File: src/adcc_defines.svh
// constants of the a/d conversion control block: offsets, fields, resets, timing
// assumes one 10 MHz clock and an apb master with 32-bit data
`ifndef ADCC_DEFINES_SVH
`define ADCC_DEFINES_SVH

// ********************************************************
// register indices and byte addresses
// ********************************************************
`define ADCC_IDX_PORT_A 12'h005
`define ADCC_IDX_IRQ_STATUS 12'h00C
`define ADCC_IDX_RESULT 12'h01E
`define ADCC_IDX_CONTROL 12'h01F
`define ADCC_IDX_PORT_A_DIR 12'h085
`define ADCC_IDX_IRQ_MASK 12'h08C
`define ADCC_IDX_PIN_CONFIG 12'h09F
`define ADCC_ADDR_PORT_A 12'h014
`define ADCC_ADDR_IRQ_STATUS 12'h030
`define ADCC_ADDR_RESULT 12'h078
`define ADCC_ADDR_CONTROL 12'h07C
`define ADCC_ADDR_PORT_A_DIR 12'h214
`define ADCC_ADDR_IRQ_MASK 12'h230
`define ADCC_ADDR_PIN_CONFIG 12'h27C

// ********************************************************
// fields and reset values
// ********************************************************
`define ADCC_CTL_CLKSEL_HI 7
`define ADCC_CTL_CLKSEL_LO 6
`define ADCC_CTL_CHAN_HI 5
`define ADCC_CTL_CHAN_LO 3
`define ADCC_CTL_GO 2
`define ADCC_CTL_POWER 0
`define ADCC_IRQ_DONE 6
`define ADCC_IRQ_GLOBAL 7
`define ADCC_CONTROL_RST 8'h00
`define ADCC_PIN_CONFIG_RST 3'h0
`define ADCC_PORT_DIR_RST 6'h3F
`define ADCC_TRIAL_RST 8'h80

// ********************************************************
// timing
// ********************************************************
`define ADCC_CLOCK_PERIOD_NS 100
`define ADCC_TAD_MIN_NS 1600
`define ADCC_RC_TAD_TYP_NS 4000
`define ADCC_TOSC_DIV0 2
`define ADCC_TOSC_DIV1 8
`define ADCC_TOSC_DIV2 32
`define ADCC_RC_HALF_CYCLES (`ADCC_RC_TAD_TYP_NS / `ADCC_CLOCK_PERIOD_NS / 2)
`define ADCC_SAMPLE_HALVES 3
`define ADCC_LAST_HALF 18

`endif

File: src/adcc_pkg.sv
// types of the a/d conversion control block
// assumes adcc_defines.svh for all numeric constants
package adcc_pkg;

  typedef enum logic [1:0] {
    ADCC_IDLE,
    ADCC_SAMPLE,
    ADCC_BITS
  } adcc_state_t;

  typedef enum logic [1:0] {
    ADCC_CLK_TOSC2,
    ADCC_CLK_TOSC8,
    ADCC_CLK_TOSC32,
    ADCC_CLK_RC
  } adcc_clksel_t;

endpackage

File: src/adcc_sync.sv
// two-flop synchroniser for asynchronous levels
// assumes inputs come from pins or analog comparators
`timescale 1ns/10ps
`default_nettype none

module adcc_sync #(
  parameter int WIDTH = 1
) (
  input wire logic clock,
  input wire logic rst,
  input wire logic [WIDTH-1:0] asyncIn,
  output logic [WIDTH-1:0] syncOut
);

  logic [WIDTH-1:0] meta_q;

  initial begin
    if (WIDTH < 1) $error("adcc_sync: WIDTH must be at least 1");
  end

  // first stage feeds only the second
  always_ff @(posedge clock) begin
    if (rst) begin
      meta_q <= '0;
      syncOut <= '0;
    end else begin
      meta_q <= asyncIn;
      syncOut <= meta_q;
    end
  end

endmodule
`default_nettype wire

File: src/adcc_tad_timer.sv
// half bit-period tick generator for the conversion clock
// assumes restart pulses when a conversion starts
`timescale 1ns/10ps
`default_nettype none
`include "adcc_defines.svh"

module adcc_tad_timer #(
  parameter int CNT_W = 6
) (
  input wire logic clock,
  input wire logic rst,
  input wire logic restart,
  input wire logic [1:0] clockSelect,
  input wire logic sleepMode,
  output logic halfTick
);

  logic [CNT_W-1:0] count_q;
  logic [CNT_W-1:0] halfLen;
  logic running;

  initial begin
    if ((1 << CNT_W) <= `ADCC_RC_HALF_CYCLES) $error("adcc_tad_timer: CNT_W too small");
  end

  always_comb begin
    case (adcc_pkg::adcc_clksel_t'(clockSelect))
      adcc_pkg::ADCC_CLK_TOSC2: halfLen = CNT_W'(`ADCC_TOSC_DIV0 / 2);
      adcc_pkg::ADCC_CLK_TOSC8: halfLen = CNT_W'(`ADCC_TOSC_DIV1 / 2);
      adcc_pkg::ADCC_CLK_TOSC32: halfLen = CNT_W'(`ADCC_TOSC_DIV2 / 2);
      default: halfLen = CNT_W'(`ADCC_RC_HALF_CYCLES);
    endcase
  end

  // oscillator-derived sources stop in sleep, only rc keeps going
  assign running = !sleepMode || (clockSelect == 2'(adcc_pkg::ADCC_CLK_RC));
  assign halfTick = running && !restart && (count_q == halfLen - CNT_W'(1));

  always_ff @(posedge clock) begin
    if (rst || restart) begin
      count_q <= '0;
    end else if (halfTick) begin
      count_q <= '0;
    end else if (running) begin
      count_q <= count_q + CNT_W'(1);
    end
  end

endmodule
`default_nettype wire

File: src/adcc_conversion_control.sv
// a/d conversion control: apb registers, port a view, sar sequencer, done irq
// assumes an analog comparator, dac and channel mux outside, driven from the
// trial code, channel select and hold switch outputs of this block
`timescale 1ns/10ps
`default_nettype none
`include "adcc_defines.svh"

module adcc_conversion_control #(
  parameter int ADDR_W = 12,
  parameter int PORT_W = 6
) (
  input wire logic clock,
  input wire logic rst,
  input wire logic psel,
  input wire logic penable,
  input wire logic pwrite,
  input wire logic [ADDR_W-1:0] paddr,
  input wire logic [31:0] pwdata,
  output logic [31:0] prdata,
  output logic pready,
  output logic pslverr,
  output logic irq,
  input wire logic sleepMode,
  input wire logic compAboveIn,
  input wire logic [PORT_W-1:0] portPinIn,
  output logic [PORT_W-1:0] portPinOut,
  output logic [PORT_W-1:0] portPinOe,
  output logic [2:0] channelSelect,
  output logic holdCapDisconnect,
  output logic [7:0] dacTrial,
  output logic converterPowered
);

  // ********************************************************
  // elaboration checks
  // ********************************************************
  initial begin
    if (ADDR_W < 10) $error("adcc_conversion_control: ADDR_W below 10");
    if (PORT_W != 6) $error("adcc_conversion_control: PORT_W must be 6");
    if (`ADCC_SAMPLE_HALVES < 1) $error("adcc_conversion_control: no settling half periods");
    if (`ADCC_LAST_HALF != `ADCC_SAMPLE_HALVES + 15) $error("adcc_conversion_control: last half mismatch");
  end

  // ********************************************************
  // declarations
  // ********************************************************
  logic [7:0] control_q;
  logic [2:0] pinConfig_q;
  logic [PORT_W-1:0] portLatch_q;
  logic [PORT_W-1:0] portDir_q;
  logic doneFlag_q;
  logic doneMask_q;
  logic globalEn_q;
  logic [7:0] result_q;
  logic [7:0] trial_q;
  logic [7:0] bitMask_q;
  logic [4:0] halfCnt_q;
  adcc_pkg::adcc_state_t state_q;

  logic [PORT_W-1:0] pinSync;
  logic compSync;
  logic halfTick;
  logic wrAccess;
  logic setupRead;
  logic hitMapped;
  logic startConv;
  logic abortConv;
  logic finishConv;
  logic decideTick;
  logic inputAbove;
  logic [4:0] analogMask;
  logic [PORT_W-1:0] analogPins;
  logic [2:0] selPin;
  logic selPinValid;
  logic [7:0] keptTrial;
  logic [31:0] readData;

  // ********************************************************
  // synchronisers and conversion clock
  // ********************************************************
  adcc_sync #(
    .WIDTH(PORT_W)
  ) u_pinSync (
    .clock(clock),
    .rst(rst),
    .asyncIn(portPinIn),
    .syncOut(pinSync)
  );

  // two-cycle lag is harmless while the bit period holds 16 cycles or more
  adcc_sync #(
    .WIDTH(1)
  ) u_compSync (
    .clock(clock),
    .rst(rst),
    .asyncIn(compAboveIn),
    .syncOut(compSync)
  );

  // rc period is a fixed divide of clock, without the spread a real rc shows
  adcc_tad_timer #(
    .CNT_W(6)
  ) u_tadTimer (
    .clock(clock),
    .rst(rst),
    .restart(startConv),
    .clockSelect(control_q[`ADCC_CTL_CLKSEL_HI:`ADCC_CTL_CLKSEL_LO]),
    .sleepMode(sleepMode),
    .halfTick(halfTick)
  );

  // ********************************************************
  // apb decode
  // ********************************************************
  assign wrAccess = psel && penable && pwrite;
  assign setupRead = psel && !penable && !pwrite;
  assign pready = psel && penable;
  assign pslverr = psel && penable && !hitMapped;

  always_comb begin
    readData = 32'h0000_0000;
    hitMapped = 1'b1;
    if (paddr == ADDR_W'(`ADCC_ADDR_CONTROL)) begin
      readData[7:0] = control_q;
    end else if (paddr == ADDR_W'(`ADCC_ADDR_RESULT)) begin
      readData[7:0] = result_q;
    end else if (paddr == ADDR_W'(`ADCC_ADDR_PIN_CONFIG)) begin
      readData[2:0] = pinConfig_q;
    end else if (paddr == ADDR_W'(`ADCC_ADDR_PORT_A)) begin
      readData[PORT_W-1:0] = pinSync & ~analogPins;
    end else if (paddr == ADDR_W'(`ADCC_ADDR_PORT_A_DIR)) begin
      readData[PORT_W-1:0] = portDir_q;
    end else if (paddr == ADDR_W'(`ADCC_ADDR_IRQ_STATUS)) begin
      readData[`ADCC_IRQ_DONE] = doneFlag_q;
    end else if (paddr == ADDR_W'(`ADCC_ADDR_IRQ_MASK)) begin
      readData[`ADCC_IRQ_DONE] = doneMask_q;
      readData[`ADCC_IRQ_GLOBAL] = globalEn_q;
    end else begin
      hitMapped = 1'b0;
    end
  end

  // read data captured in setup so the access phase answers from a flop
  // costs a flop stage but keeps prdata steady through the access phase
  always_ff @(posedge clock) begin
    if (rst) begin
      prdata <= 32'h0000_0000;
    end else if (setupRead) begin
      prdata <= readData;
    end
  end

  // ********************************************************
  // pin configuration and port a
  // ********************************************************
  // an0..an3 sit on ra0..ra3, an4 on ra5
  always_comb begin
    case (pinConfig_q)
      3'h0: analogMask = 5'h1F;
      3'h1: analogMask = 5'h0F;
      3'h2: analogMask = 5'h07;
      3'h3: analogMask = 5'h03;
      3'h4: analogMask = 5'h01;
      default: analogMask = 5'h00;
    endcase
  end

  assign analogPins = {analogMask[4], 1'b0, analogMask[3:0]};

  always_ff @(posedge clock) begin
    if (rst) begin
      pinConfig_q <= `ADCC_PIN_CONFIG_RST;
    end else if (wrAccess && paddr == ADDR_W'(`ADCC_ADDR_PIN_CONFIG)) begin
      pinConfig_q <= pwdata[2:0];
    end
  end

  always_ff @(posedge clock) begin
    if (rst) begin
      portDir_q <= `ADCC_PORT_DIR_RST;
    end else if (wrAccess && paddr == ADDR_W'(`ADCC_ADDR_PORT_A_DIR)) begin
      portDir_q <= pwdata[PORT_W-1:0];
    end
  end

  always_ff @(posedge clock) begin
    if (rst) begin
      portLatch_q <= '0;
    end else if (wrAccess && paddr == ADDR_W'(`ADCC_ADDR_PORT_A)) begin
      portLatch_q <= pwdata[PORT_W-1:0];
    end
  end

  // direction bit clear means the pin is driven, analog or not
  assign portPinOut = portLatch_q;
  assign portPinOe = ~portDir_q;

  // ********************************************************
  // control register
  // ********************************************************
  assign startConv = wrAccess && paddr == ADDR_W'(`ADCC_ADDR_CONTROL) && pwdata[`ADCC_CTL_GO]
    && pwdata[`ADCC_CTL_POWER] && control_q[`ADCC_CTL_POWER] && (state_q == adcc_pkg::ADCC_IDLE);
  // clearing go or power mid-conversion drops it without a result
  assign abortConv = wrAccess && paddr == ADDR_W'(`ADCC_ADDR_CONTROL)
    && (!pwdata[`ADCC_CTL_GO] || !pwdata[`ADCC_CTL_POWER]);

  always_ff @(posedge clock) begin
    if (rst) begin
      control_q <= `ADCC_CONTROL_RST;
    end else if (finishConv) begin
      // a control write landing with the last decision keeps its fields, not go
      if (wrAccess && paddr == ADDR_W'(`ADCC_ADDR_CONTROL)) begin
        control_q <= {pwdata[7:3], 1'b0, 1'b0, pwdata[0]};
      end else begin
        control_q[`ADCC_CTL_GO] <= 1'b0;
      end
    end else if (wrAccess && paddr == ADDR_W'(`ADCC_ADDR_CONTROL)) begin
      control_q <= {pwdata[7:3], startConv || (control_q[`ADCC_CTL_GO] && !abortConv), 1'b0, pwdata[0]};
    end
  end

  assign channelSelect = control_q[`ADCC_CTL_CHAN_HI:`ADCC_CTL_CHAN_LO];
  assign converterPowered = control_q[`ADCC_CTL_POWER];

  // ********************************************************
  // sar sequencer
  // ********************************************************
  // neither the channel nor the direction bits stop a running conversion
  always_comb begin
    selPinValid = 1'b1;
    case (channelSelect)
      3'h0: selPin = 3'h0;
      3'h1: selPin = 3'h1;
      3'h2: selPin = 3'h2;
      3'h3: selPin = 3'h3;
      3'h4: selPin = 3'h5;
      default: begin
        selPin = 3'h0;
        selPinValid = 1'b0;
      end
    endcase
  end

  // driven pin: its digital level is full scale or zero
  // input pin: comparator sees the analog level even if digital
  always_comb begin
    if (selPinValid && !portDir_q[selPin]) begin
      inputAbove = portLatch_q[selPin];
    end else begin
      inputAbove = compSync;
    end
  end

  assign decideTick = halfTick && (state_q == adcc_pkg::ADCC_BITS) && !halfCnt_q[0];
  assign finishConv = decideTick && (halfCnt_q == 5'(`ADCC_LAST_HALF)) && !abortConv;
  assign keptTrial = inputAbove ? trial_q : (trial_q & ~bitMask_q);

  always_ff @(posedge clock) begin
    if (rst || abortConv) begin
      state_q <= adcc_pkg::ADCC_IDLE;
    end else begin
      case (state_q)
        adcc_pkg::ADCC_IDLE: begin
          if (startConv) begin
            state_q <= adcc_pkg::ADCC_SAMPLE;
          end
        end
        adcc_pkg::ADCC_SAMPLE: begin
          if (halfTick && halfCnt_q == 5'(`ADCC_SAMPLE_HALVES - 1)) begin
            state_q <= adcc_pkg::ADCC_BITS;
          end
        end
        adcc_pkg::ADCC_BITS: begin
          if (finishConv) begin
            state_q <= adcc_pkg::ADCC_IDLE;
          end
        end
        default: state_q <= adcc_pkg::ADCC_IDLE;
      endcase
    end
  end

  // nineteen half periods in all: three of settling, two per bit
  always_ff @(posedge clock) begin
    if (rst || startConv) begin
      halfCnt_q <= 5'h00;
    end else if (halfTick && state_q != adcc_pkg::ADCC_IDLE) begin
      halfCnt_q <= halfCnt_q + 5'h01;
    end
  end

  always_ff @(posedge clock) begin
    if (rst || startConv) begin
      trial_q <= `ADCC_TRIAL_RST;
      bitMask_q <= `ADCC_TRIAL_RST;
    end else if (decideTick) begin
      trial_q <= keptTrial | (bitMask_q >> 1);
      bitMask_q <= bitMask_q >> 1;
    end
  end

  assign dacTrial = trial_q;
  // switch opens with the start and closes when idle again
  assign holdCapDisconnect = (state_q != adcc_pkg::ADCC_IDLE);

  // no reset here: contents stay unknown until the first conversion
  always_ff @(posedge clock) begin
    if (finishConv) begin
      result_q <= keptTrial;
    end
  end

  // ********************************************************
  // interrupt
  // ********************************************************
  // a done event in the clearing cycle wins over the clear
  always_ff @(posedge clock) begin
    if (rst) begin
      doneFlag_q <= 1'b0;
    end else if (finishConv) begin
      doneFlag_q <= 1'b1;
    end else if (wrAccess && paddr == ADDR_W'(`ADCC_ADDR_IRQ_STATUS) && pwdata[`ADCC_IRQ_DONE]) begin
      doneFlag_q <= 1'b0;
    end
  end

  always_ff @(posedge clock) begin
    if (rst) begin
      doneMask_q <= 1'b0;
      globalEn_q <= 1'b0;
    end else if (wrAccess && paddr == ADDR_W'(`ADCC_ADDR_IRQ_MASK)) begin
      doneMask_q <= pwdata[`ADCC_IRQ_DONE];
      globalEn_q <= pwdata[`ADCC_IRQ_GLOBAL];
    end
  end

  // level output, drops as soon as software clears the flag
  assign irq = doneFlag_q && doneMask_q && globalEn_q;

endmodule
`default_nettype wire

File: config.mk
export PLATFORM = sky130hd
export DESIGN_NAME = adcc_conversion_control
export DESIGN_NICKNAME = d
export VERILOG_FILES = /design/src/adcc_pkg.sv /design/src/adcc_sync.sv /design/src/adcc_tad_timer.sv /design/src/adcc_conversion_control.sv
export VERILOG_INCLUDE_DIRS = /design/src
export SDC_FILE = /design/constraint.sdc
export NUM_CORES = 1
export LEC_CHECK = 0
export ABC_AREA = 1
export BUFFER_PORTS_ARGS = -buffer_cell sky130_fd_sc_hd__buf_2
export CORE_ASPECT_RATIO = 0.8
export CORE_MARGIN = 2
export CORE_UTILIZATION = 30
export CTS_BUF_LIST = sky130_fd_sc_hd__clkbuf_16
export DETAILED_ROUTE_END_ITERATION = 16
export SLEW_MARGIN = 20
export SYNTH_ARGS = -nofsm -noshare
export SYNTH_HDL_FRONTEND = slang
export SYNTH_SLANG_ARGS = --single-unit
File: constraint.sdc
create_clock -name clock -period 1.6 [get_ports clock]
set_input_delay 0.08 -clock clock [delete_from_list [all_inputs] [get_ports clock]]
set_output_delay 0.08 -clock clock [all_outputs]
set_load 0.02 [all_outputs]
[After elaboration in Yosys (flattened, before gate mapping)]
Index checks and enable logic that the tools add are counted.
Storage, ports and cells
  register bits: 85
  latch bits: 0
  RAM bits: 0
  memory bits (read-only): 0
  input port bits: 57
  output and inout bits: 60
  logic and storage cells: 147
  memories: 0
Cells by class
  $add $sub $neg: 3
  $mul: 0
  divide/modulo/power cells: 0
  magnitude comparators: 1
  eq/ne operators: 26
  shift operators: 0
  multiplexer cells: 38
  bitwise gates (word level): 6
  reduce and logical (&&, ||, !) cells: 54
Operators by type and width (number)
  two-way mux 8 bit: 5
  == test 12 x 10 -> 1 bit (second input constant): 3
  logical AND 1 bit: 29
  one-hot mux 5 bit (5 select lines): 1
  == test 12 x 7 -> 1 bit (second input constant): 2
  two-way mux 1 bit: 15
  one-hot mux 5 bit (3 select lines): 1
  two-way mux 2 bit: 7
  == test 12 x 5 -> 1 bit (second input constant): 1
  == test 12 x 6 -> 1 bit (second input constant): 1
  == test 3 x 2 -> 1 bit (second input constant): 4
  two-way mux 6 bit: 2
  inverter 6 bit: 2
  one-hot mux 3 bit (4 select lines): 1
  zero test 1 bit: 10
  two-way mux 5 bit: 2
  bitwise AND 8 bit: 1
  inverter 8 bit: 1
  OR 8 x 7 -> 8 bit: 1
  adder 6 x 1 -> 6 bit (second input constant): 1
  bitwise AND 6 bit: 1
  binary-select mux 1 bit (select 3 bit): 2
  == test 2 bit (second input constant): 3
  == test 3 x 1 -> 1 bit (second input constant): 2
  18 further kinds: 30

[Logic depth before layout (Yosys ltp)]
Gate-level depths: netlist (run 1).
  word-level depth: 16
  gate-level depth with buffers: 12
  mapped depth without buffers: 11

[Modules after synthesis]
From an unflattened synthesis (run 1), not the netlist that was laid out.
Second synthesis, totals
  cell total of the unflattened synthesis: 583
  area total of the unflattened synthesis: 4184.0 µm²
By module, submodules not included
  adcc_conversion_control: times used 1, cells each 472, area an instance 3367.0 µm², sequential area each 1361.3 µm²
  adcc_tad_timer: times used 1, cells each 68, area an instance 420.4 µm², sequential area each 120.1 µm²
  adcc_sync (u_pinSync): times used 1, cells each 37, area an instance 341.6 µm², sequential area each 240.2 µm²
  adcc_sync (u_compSync): times used 1, cells each 6, area an instance 55.1 µm², sequential area each 40.0 µm²

[Worst setup path after synthesis (run 1)]
Ideal clock, no wire load.
  path kind: register to register
  from: register control_q[7]
  to: register result_q[0], enable pin
  library setup time: 0.325 ns
  data arrival time: 1.250 ns
  data required time: 1.275 ns
  slack: 0.025 ns
  stages on the path, launching flop included: 7
  buffers on the path: 0
  clock period less this slack: 1.575 ns
  cell sequence: dfxtp_1 -> nand2_2 -> a21oi_2 -> o211ai_2 -> nor2_8 -> nand3_4 -> nor2_4
Between the ends
  cells in the longest elaborated chain, start to end: 9
  elaborated cells between the ends (all ways): 14
  those cells by class: 1 x add/sub; 4 x eq/ne; 1 x mux; 8 x reduce/logical
RTL lines
  from (decl): RTL line adcc_conversion_control.sv:47  | logic [7:0] control_q;
  from (signal assigned): RTL line adcc_conversion_control.sv:209  | control_q <= `ADCC_CONTROL_RST;
  from (signal assigned): RTL line adcc_conversion_control.sv:213  | control_q <= {pwdata[7:3], 1'b0, 1'b0, pwdata[0]};
  from (signal assigned): RTL line adcc_conversion_control.sv:218  | control_q <= {pwdata[7:3], startConv || (control_q[`ADCC_CTL_GO] && !abortConv), 1'b0, pwdata[0]};
  == test 2 bit (tied with other cells): RTL line adcc_tad_timer.sv:27  | case (adcc_pkg::adcc_clksel_t'(clockSelect))
  one-hot mux 5 bit (3 select lines): RTL line adcc_tad_timer.sv:27
  subtractor 5 x 1 -> 6 bit: RTL line adcc_tad_timer.sv:37  | assign halfTick = running && !restart && (count_q == halfLen - CNT_W'(1));
  == test 6 bit: RTL line adcc_tad_timer.sv:37
  logical AND 1 bit *: RTL line adcc_tad_timer.sv:37
  logical AND 1 bit * (2 in a row): RTL line adcc_conversion_control.sv:254  | assign decideTick = halfTick && (state_q == adcc_pkg::ADCC_BITS) && !halfCnt_q[0];
  logical AND 1 bit * (2 in a row): RTL line adcc_conversion_control.sv:255  | assign finishConv = decideTick && (halfCnt_q == 5'(`ADCC_LAST_HALF)) && !abortConv;
  net finishConv: RTL line adcc_conversion_control.sv:68  | logic finishConv;
  to (signal assigned): RTL line adcc_conversion_control.sv:309  | result_q <= keptTrial;
  to (decl): RTL line adcc_conversion_control.sv:54  | logic [7:0] result_q;
Mark *: on every way through the listed nets, which the timed path passes. The rest lies on a longest branch.
A chain may end at the register's enable or synchronous reset.

[Final worst setup path (run 1)]
  from: register control_q[4]
  to: register result_q[5] (data pin)
Between the ends
  cells in the longest elaborated chain, start to end: 8
  elaborated cells between the ends (all ways): 16
  those cells by class: 4 x eq/ne; 8 x mux; 4 x reduce/logical
RTL lines
  == test 3 bit (tied with other cells): RTL line adcc_conversion_control.sv:231  | case (channelSelect)
  one-hot mux 3 bit (4 select lines): RTL line adcc_conversion_control.sv:231
  binary-select mux 1 bit (select 3 bit): RTL line adcc_conversion_control.sv:247  | if (selPinValid && !portDir_q[selPin]) begin
  two-way mux 1 bit (implied by the code): RTL line adcc_conversion_control.sv:247
  zero test 1 bit: RTL line adcc_conversion_control.sv:247
  logical AND 1 bit: RTL line adcc_conversion_control.sv:247
  two-way mux 1 bit *: RTL line adcc_conversion_control.sv:247
  two-way mux 8 bit *: RTL line adcc_conversion_control.sv:256  | assign keptTrial = inputAbove ? trial_q : (trial_q & ~bitMask_q);
  net keptTrial[5]: RTL line adcc_conversion_control.sv:75  | logic [7:0] keptTrial;
Mark *: on every way through the listed nets, which the timed path passes. The rest lies on a longest branch. The select of a mux whose other input is x is not followed.

==> results of run 1 <==
logic make-up after synthesis:
| family | count (synthesis) |
|---|---|
| AND/OR/NAND/NOR | 250 |
| buffers and inverters | 119 |
| AO/OA/AOI/OAI | 91 |
| flip-flops | 84 |
| XOR/XNOR | 7 |
| adder cells (fa/ha/maj) | 3 |
| other | 1 |
where the power goes:
part           leakage [nW]  internal [mW]  switching [mW]
sequential            0.695           2.15          0.0253
combinational          1.73          0.144           0.264
clock                 0.163           1.36           0.843
path summary, 6_finish.rpt:
path,slack [ns],cells past startpoint,endpoint,from
setup / recovery,0.02,11,result_q[5]$_DFFE_PP_,control_q[4]$_SDFFE_PP0N_
hold / removal,0.04,3,control_q[4]$_SDFFE_PP0N_,pwdata[4]
setup reg to reg,0.02,11,result_q[5]$_DFFE_PP_,control_q[4]$_SDFFE_PP0N_
hold reg to reg,0.40,2,u_pinSync.syncOut[2]$_SDFF_PP0_,u_pinSync.meta_q[2]$_SDFF_PP0_
state kept, by name, indices dropped and copies added (netlist names):
register	cells
u_compSync.syncOut	1
u_pinSync.syncOut	6
control_q	7
dacTrial	8
prdata	8
u_pinSync.meta_q	6
portDir_q	6
portPinOut	6
doneFlag_q	1
bitMask_q	8
doneMask_q	1
halfCnt_q	5
u_compSync.meta_q	1
result_q	8
pinConfig_q	3
state_q	2
globalEn_q	1
u_tadTimer.count_q	6
synthesized netlist by cell type (all sizes together):
| cell | n |
|---|---|
| clkbuf | 5 |
| nand3b | 2 |
| clkinv | 1 |
| nand2 | 131 |
| nor2 | 60 |
| inv | 83 |
| buf | 30 |
| nor4 | 1 |
| nand4 | 12 |
| xor2 | 5 |
| dfxtp | 76 |
| a21oi | 51 |
| conb | 1 |
| a31oi | 2 |
| or2 | 1 |
| xnor2 | 2 |
| o2111ai | 2 |
| o21a | 1 |
| edfxtp | 8 |
| nor3 | 6 |
| nand3 | 37 |
| o211ai | 8 |
| o21ai | 24 |
| a211oi | 3 |
| ha | 3 |
stage by stage:
stage | setup TNS (ns) | instances | power (mW) | util
3_3_place_gp | -0.379 | 830 | 2.61 | 0.358
6_report | 0 | 857 | 4.79 | 0.405
3_5_place_dp | -1.04 | 830 | 2.61 | 0.358
5_1_grt | -1.01 | 857 | 4.96 | 0.405
2_1_floorplan | 0 | 578 | 2.51 | -
4_1_cts | 0 | 853 | 4.83 | 0.389
routing by layer:
layer	up-vias	GRT usage	share of wire	routed length, um
met2	108	0.220	0.43	4620
met5	-	0	0	0
li1	1965	-	-	-
met3	9	0.0339	0.060	648
met4	0	0.0417	0.0094	102
met1	1701	0.208	0.51	5490
worst reg2reg max path, cell delays in order (launching register included):
cell     delay, ns
dfxtp_4       0.36
nor2_4        0.13
nand2_4       0.09
nand2_4       0.08
nand2_2       0.05
nand3_2       0.07
nand3_4       0.12
nand3_4       0.11
buf_6         0.14
nand3_2       0.07
nand2_2       0.09
inv_2         0.03
layout make-up:
cell class	count	share of cell area
Multi-Input combinational cell	376	0.378
Timing Repair Buffer	117	0.139
Sequential cell	84	0.326
Tap cell	180	0.0412
Inverter	84	0.0577
Clock buffer	9	0.0412
Clock inverter	7	0.0167
timing repair:
action	in CTS	in global routing
hold endpoints to repair	7	0
hold buffers	7	0
gates resized for setup	7	57
pin swaps	0	22
setup buffers	0	3
endpoints found under the setup margin	16	36
cloned	0	1
==> impl_metrics.yaml, run 1 <==
outcome:
  run_status: "completed"
synthesis:
  synthCells: 555
  synth_warnings: 0
  synth_top_family_by_area: "simple AND/OR/NAND/NOR gates"
  synth_compound_area_frac: 0.124
  ys_seq_elements: 84
  synth.area.top_cells: "dfxtp_1, nand2_1, inv_1"
  avgSynthCellArea_um2: 7.43
  synth_fa_ha_area_frac: 0.00910
  synth_cell_types: 41
  muxShareOfSynthArea: 0
  synthSimpleGateAreaFrac: 0.289
  synth_top_area_share: 0.369
  synth_seq_area_share: 0.427
  netlist_area_mm2: 0.00413
  synth_xor_area_frac: 0.0149
  synth_top_area_cell: "dfxtp_1"
worst_setup_path:
  cp.required_ns: 1.70
  crit_buf_inv: 2
  end_kind: "register"
  cpPeakStageDelay_ns: 0.36
  cp_top_family: "simple AND/OR/NAND/NOR gates"
  worstPathMaxFanout: 6
  cpMaxStageDelayCell: "dfxtp_4"
  arrival_ns: 1.68
  cp-start-kind: "register"
  crit_chain: "nor2_4, nand2_4, nand2_4, nand2_2, nand3_2, nand3_4, nand3_4, buf_6, nand3_2, nand2_2, inv_2"
  crit_type: "register to register"
cells_and_area:
  regArea_mm2: 0.00178
  final_area_mm2: 0.00546
  most-common-layout-cells: "nand2_1, inv_1, dfxtp_1"
  areaGrowthSynthToFinish_pct: 32.5
  antennaDiodeCount: 0
  final_common_cell: "nand2_1"
  drive_gt1_frac: 0.298
  multi_input_area_mm2: 0.00206
  n_fill_cell: 1394
  nets: 732
placed_design:
  dpl_worst_slack_ns: -0.134
  gp_congestion: 0.893
  port_buffers: 68
  place_area_mm2: 0.00484
  hpwl_um: 8130
detailed_routing:
  vias: 3783
  drt_iter0_drc: 185
  drt_wl_total_um: 10900
  drc: 0
  detail-route-antenna-nets: 0
  dr.pass1.iters: 4
  routedWlPerCell_um: 12.7
  via_per_inst: 4.41
floorplanning:
  fp.dieH_um: 109
  start_util: 0.306
  die_w_um: 135
  die_area_mm2: 0.0147
  io_pins: 117
  rows: 38
  coreArea_mm2: 0.0135
global_routing:
  grt_pass1_vias: 3406
  grt_use_total: 0.146
  antenna_found_initial: 0
  grt_max_degree: 27
  grt_pass1_wl_um: 16800
  overflow: 0
clock_network:
  ctsLongestPathBuffers: 2
  cts_tree: "built"
  cts_buffers: 9
  root_buffer: "clkbuf_16"
  clock_latency_ns: 0.34
  clkTransAtPathRegs_ns: 0.06
  htree_num_levels: 3
  cts.sinks: 84
run:
  maxCapViolCount: 0
sta:
  skew_ns: 0.00572
  period_share: 0.988
  rsz0062_at_grt: "yes"
  hold_slack_ns: 0.0366
  setup_viol: 0
  finalMaxSlewViolations: 0
  fin_ws_ns: 0.0193
  period_needed_ns: 1.58
  hold_violations: 0
  max_freq_mhz: 633
worst_hold_path:
  min_path_type: "primary input to register"
power_and_ir_drop:
  p_leak_nw: 2.59
  pwr_density_cell_mw_per_mm2: 877
  peakVddDrop_v: 0.000528
(Power assumes the default switching activity.)
==> run 2, diff against run 1 <==
--- a/config.mk
+++ b/config.mk
@@ -7,12 +7,12 @@
 export NUM_CORES = 1
 export LEC_CHECK = 0
 export ABC_AREA = 1
-export BUFFER_PORTS_ARGS = -buffer_cell sky130_fd_sc_hd__buf_2
 export CORE_ASPECT_RATIO = 0.8
 export CORE_MARGIN = 2
 export CORE_UTILIZATION = 30
 export CTS_BUF_LIST = sky130_fd_sc_hd__clkbuf_16
 export DETAILED_ROUTE_END_ITERATION = 16
+export DONT_BUFFER_PORTS = 1
 export SLEW_MARGIN = 20
 export SYNTH_ARGS = -nofsm -noshare
 export SYNTH_HDL_FRONTEND = slang
==> run 2 against run 1 <==
Net effect: the flow now finishes with violations (negative setup slack); sequential power is essentially flat; clock power decreased by 14%; cell count decreased by 6.4%; worst setup slack got worse by 0.044 ns; largest cell class unchanged.
==> impl_metrics.yaml, run 2 (synthesis results as in run 1) <==
cells_and_area:
  areaGrowthSynthToFinish_pct: 28.0
  drive_gt1_frac: 0.249
  layoutNonFillerInstCount: 802
  most-common-layout-cells: "nand2_1, inv_1, dfxtp_1"
  utilization: 0.391
  nets: 678
  multi_input_area_mm2: 0.00213
  final_common_cell: "nand2_1"
  antennaDiodeCount: 0
  regArea_mm2: 0.00179
  n_fill_cell: 1375
  final_area_mm2: 0.00528
worst_setup_path:
  cpMaxStageDelayCell: "dfxtp_4"
  end_kind: "register"
  cpPeakStageDelay_ns: 0.36
  crit_chain: "nor2_4, nand3_1, nand3_4, nand3_2, nand2_2, inv_2"
  worstPathMaxFanout: 5
  crit_type: "register to register"
  cp-start-kind: "register"
  crit_buf_inv: 1
  cp.required_ns: 1.71
  cp_top_family: "simple AND/OR/NAND/NOR gates"
  arrival_ns: 1.73
clock_network:
  clkTransAtPathRegs_ns: 0.07
  ctsLongestPathBuffers: 2
  cts_tree: "built"
  root_buffer: "clkbuf_16"
  clock_latency_ns: 0.35
  cts.sinks: 84
  cts_buffers: 9
  htree_num_levels: 3
detailed_routing:
  drt_wl_total_um: 11300
  vias: 3717
  routedWlPerCell_um: 14.0
  detail-route-antenna-nets: 0
  drc: 0
  drt_iter0_drc: 155
  via_per_inst: 4.63
  dr.pass1.iters: 4
floorplanning:
  start_util: 0.306
  fp.dieH_um: 109
  die_area_mm2: 0.0147
  coreArea_mm2: 0.0135
  rows: 38
  die_w_um: 135
  io_pins: 117
placed_design:
  gp_congestion: 0.849
  hpwl_um: 8270
  place_area_mm2: 0.00454
  port_buffers: 0
  dpl_worst_slack_ns: -0.122
  dp_cells: 767
power_and_ir_drop:
  p_leak_nw: 2.31
  peakVddDrop_v: 0.000528
  pwr_density_cell_mw_per_mm2: 842
outcome:
  violations: "negative setup slack"
  run_status: "finished with violations"
global_routing:
  overflow: 0
  antenna_found_initial: 0
  grt_max_degree: 27
  grt_pass1_wl_um: 17500
  grt_use_total: 0.155
  grt_pass1_vias: 3419
sta:
  worst_slew_pin_slew_ns: 1.08
  fin_ws_ns: -0.0245
  finalMaxSlewViolations: 0
  timing.setup.tns_ns: -0.0591
  setup_viol: 5
  period_share: 1.02
  skew_ns: 0.00728
  period_needed_ns: 1.62
  hold_violations: 0
  max_freq_mhz: 616
  rsz0062_at_grt: "yes"
  relSlewSlack: 0.278
run:
  maxCapViolCount: 0
worst_hold_path:
  min_path_type: "primary input to register"
-- run 2: cell count changes in the layout (fill, tap and decap cells not counted), moves of 3 or more --
cell,delta
clkinvlp_4,+3
buf_4,+3
inv_1,-5
dlygate4sd3_1,+11
buf_2,-68
nand3_1,-3
nand2_1,-3
nand3_2,+3
-- run 2: through the flow --
| stage | power, mW | hold slack (ns) |
|---|---|---|
| 6_report | 4.44 | 0.0342 |
| 5_1_grt | 4.60 | 0.0609 |
| 4_1_cts | 4.47 | 0.0127 |
| 3_5_place_dp | 2.52 | 0.160 |
| 3_3_place_gp | 2.51 | 0.159 |
| 2_1_floorplan | 2.51 | 0.187 |
-- run 2: final cells by class --
cell class                 instances  area share
clock buffer                       9      0.0427
timing repair buffer              62       0.104
tap                              180      0.0427
clock inverter                     6     0.00829
inverter                          84      0.0607
multi-input combinational        377       0.403
sequential                        84       0.338
-- run 2: final timing paths --
| path | from | to | slack [ns] | cells past startpoint |
|---|---|---|---|---|
| setup / recovery | control_q[4]$_SDFFE_PP0N_ | result_q[1]$_DFFE_PP_ | -0.02 | 6 |
| hold / removal | rst | bitMask_q[7]$_SDFFE_PP1P_ | 0.03 | 4 |
| setup reg to reg | control_q[4]$_SDFFE_PP0N_ | result_q[1]$_DFFE_PP_ | -0.02 | 6 |
| hold reg to reg | u_pinSync.meta_q[5]$_SDFF_PP0_ | u_pinSync.syncOut[5]$_SDFF_PP0_ | 0.40 | 2 |
-- run 2: what timing repair did --
| action | in CTS | in global routing |
|---|---|---|
| setup buffers | 0 | 1 |
| hold buffers | 18 | 0 |
| endpoints found under the setup margin | 25 | 33 |
| gates cloned | 2 | 0 |
| endpoints found under the hold margin | 48 | 0 |
| pin swaps | 4 | 24 |
| resized for setup | 14 | 71 |
-- run 2: layer usage --
| metal | global-route usage | up-vias | wire length (um) |
|---|---|---|---|
| li1 | - | 1864 | - |
| met1 | 0.206 | 1700 | 5060 |
| met2 | 0.234 | 142 | 4970 |
| met3 | 0.0604 | 11 | 1140 |
| met4 | 0.0439 | 0 | 95 |
| met5 | 0 | - | 0 |
-- run 2: worst min-delay path, cell delays in order --
cell	delay, ns
inv_1	0.04
nand2_2	0.07
inv_1	0.09
nand2_1	0.08
-- run 2: where the power goes --
part	switching [mW]	internal (mW)	total, mW	leakage (nW)
Sequential	0.0541	2.15	2.21	0.696
Clock	0.861	1.04	1.90	0.125
Combinational	0.220	0.115	0.335	1.49
==> run 3, diff against run 2 <==
--- a/config.mk
+++ b/config.mk
@@ -9,10 +9,11 @@
 export ABC_AREA = 1
 export CORE_ASPECT_RATIO = 0.8
 export CORE_MARGIN = 2
-export CORE_UTILIZATION = 30
+export CORE_UTILIZATION = 57
 export CTS_BUF_LIST = sky130_fd_sc_hd__clkbuf_16
 export DETAILED_ROUTE_END_ITERATION = 16
 export DONT_BUFFER_PORTS = 1
+export PLACE_DENSITY = 0.75
 export SLEW_MARGIN = 20
 export SYNTH_ARGS = -nofsm -noshare
 export SYNTH_HDL_FRONTEND = slang
==> run 3 against run 2 <==
Net effect: the flow still finishes with violations (negative setup slack); die area fell by 46%; critical endpoint is now dacTrial[6]$_SDFFE_PP0P_; clock skew rose by 0.0013 ns; non-clock buffer count rose by 6; clock power rose by 6%; flip-flop and latch count did not move; worst hold slack got worse by 0.021 ns.
==> impl_metrics.yaml, run 3 (synthesis results as in run 1) <==
outcome:
  run_status: "finished with violations"
  violations: "negative setup slack"
worst_setup_path:
  cp-start-kind: "register"
  cpPeakStageDelay_ns: 0.39
  crit_buf_inv: 1
  crit_type: "register to register"
  worstPathMaxFanout: 5
  cp_top_family: "simple AND/OR/NAND/NOR gates"
  crit_chain: "inv_4, nand2_4, nand2_4, nand2_1, nand3_2, a21oi_4, nand2_8, nand3_2, nand2_2, a21oi_2"
  worstRegToRegCells: 10
  cpMaxStageDelayCell: "dfxtp_4"
  arrival_ns: 1.93
  end_kind: "register"
  reg2reg_slack_ns: -0.05
  rr_endpoint: "dacTrial[6]$_SDFFE_PP0P_"
  r2r_start: "control_q[5]$_SDFFE_PP0N_"
  cp.required_ns: 1.87
sta:
  fin_ws_ns: -0.0544
  period_needed_ns: 1.65
  worst_slew_pin_slew_ns: 1.01
  relSlewSlack: 0.326
  skew_ns: 0.00859
  period_share: 1.03
  hold_slack_ns: 0.0131
  max_freq_mhz: 604
  setup_viol: 24
  hold_violations: 0
  timing.setup.tns_ns: -0.654
  finalMaxSlewViolations: 0
  rsz0062_at_grt: "yes"
cells_and_area:
  final_common_cell: "nand2_1"
  areaGrowthSynthToFinish_pct: 27.8
  most-common-layout-cells: "nand2_1, inv_1, dfxtp_1"
  layoutNonFillerInstCount: 715
  nets: 683
  drive_gt1_frac: 0.248
  antennaDiodeCount: 0
  final_area_mm2: 0.00527
power_and_ir_drop:
  peakVddDrop_v: 0.000694
  pwr_density_cell_mw_per_mm2: 867
  p_leak_nw: 2.38
detailed_routing:
  drt_wl_total_um: 11700
  dr.pass1.iters: 5
  routedWlPerCell_um: 16.4
  wl_met3_um: 1280
  top_layer: "met4"
  vias: 3921
  drc: 0
  detail-route-antenna-nets: 0
  wl_met1_um: 4750
  via_per_inst: 5.48
  met2WireLength_um: 5550
  drt_iter0_drc: 281
global_routing:
  grt_use_total: 0.277
  antenna_found_initial: 0
  grt_pass1_wl_um: 17100
  grt_max_degree: 27
  grt_pass1_vias: 3512
  overflow: 0
worst_hold_path:
  worstHoldStart: "paddr[9]"
  whs_path_depth: 2
  min_path_type: "primary input to register"
  hold_path_end: "portPinOut[4]$_SDFFE_PP0P_"
clock_network:
  cts_tree: "built"
  cts_buffers: 9
  clock_latency_ns: 0.34
  htree_num_levels: 3
  cts.sinks: 84
  clkTransAtPathRegs_ns: 0.06
  ctsLongestPathBuffers: 2
  root_buffer: "clkbuf_16"
floorplanning:
  io_pins: 117
  die_area_mm2: 0.00794
  fp.dieH_um: 80.1
  die_w_um: 99.1
  coreArea_mm2: 0.00696
  start_util: 0.593
  rows: 27
placed_design:
  dpl_worst_slack_ns: -0.113
  dp_cells: 674
  hpwl_um: 7720
  place_area_mm2: 0.00442
  gp_congestion: 0.921
  port_buffers: 0
run:
  maxCapViolCount: 0
[run 3: worst max path at each step]
| stage | start | to | slack, ns | cells after the start |
|---|---|---|---|---|
| 6_report | control_q[5]$_SDFFE_PP0N_ | dacTrial[6]$_SDFFE_PP0P_ | -0.05 | 10 |
| 5_1_grt | control_q[6]$_SDFFE_PP0N_ | state_q[1]$_SDFFE_PP0P_ | -0.17 | 10 |
| 4_1_cts | control_q[6]$_SDFFE_PP0N_ | halfCnt_q[3]$_SDFFE_PP0P_ | 0.001 | 11 |
| 3_5_place_dp | control_q[4]$_SDFFE_PP0N_ | result_q[6]$_DFFE_PP_ | -0.11 | 11 |
| 3_3_place_gp | control_q[4]$_SDFFE_PP0N_ | result_q[5]$_DFFE_PP_ | -0.03 | 11 |
| 2_1_floorplan | control_q[7]$_SDFFE_PP0N_ | result_q[0]$_DFFE_PP_ | 0.03 | 6 |
[run 3: final cells by class]
cell class	count	area (um2)
Inverter	84	320
Tap cell	87	109
Clock inverter	6	42.5
Fill cell	500	1690
Clock buffer	10	250
Multi-Input combinational cell	376	2160
Sequential cell	84	1780
Timing Repair Buffer	68	609
[run 3: per-stage QoR]
| stage | power, mW | utilization |
|---|---|---|
| finish | 4.57 | 0.758 |
| floorplan | 2.51 | - |
| global route | 4.72 | 0.758 |
| global placement | 2.51 | 0.635 |
| CTS | 4.56 | 0.708 |
| detailed placement | 2.52 | 0.635 |
[run 3: worst register-to-register path, cell delays in order (launching register included)]
cell and delay, ns:
dfxtp_4 0.39, inv_4 0.06, nand2_4 0.11, nand2_4 0.08, nand2_1 0.09, nand3_2 0.09
a21oi_4 0.30, nand2_8 0.12, nand3_2 0.11, nand2_2 0.08, a21oi_2 0.16
[run 3: power by group]
group	switching (mW)	leakage, nW	internal [mW]
Sequential	0.0485	0.695	2.15
Clock	0.866	0.149	1.15
Combinational	0.231	1.54	0.118
Total	1.15	2.38	3.42
[run 3: per-layer routing]
layer,global-route usage,vias up
li1,-,1868
met1,0.372,1819
met2,0.434,218
met3,0.0801,16
met4,0.0836,0
met5,0,-
[run 3: what timing repair did]
action / CTS / global route
pin swaps: 0 / 25
hold buffers: 17 / 0
setup buffers: 0 / 7
endpoints found under the hold margin: 46 / 0
resized for setup: 14 / 71
setup endpoints to repair: 27 / 35
cloned: 0 / 2
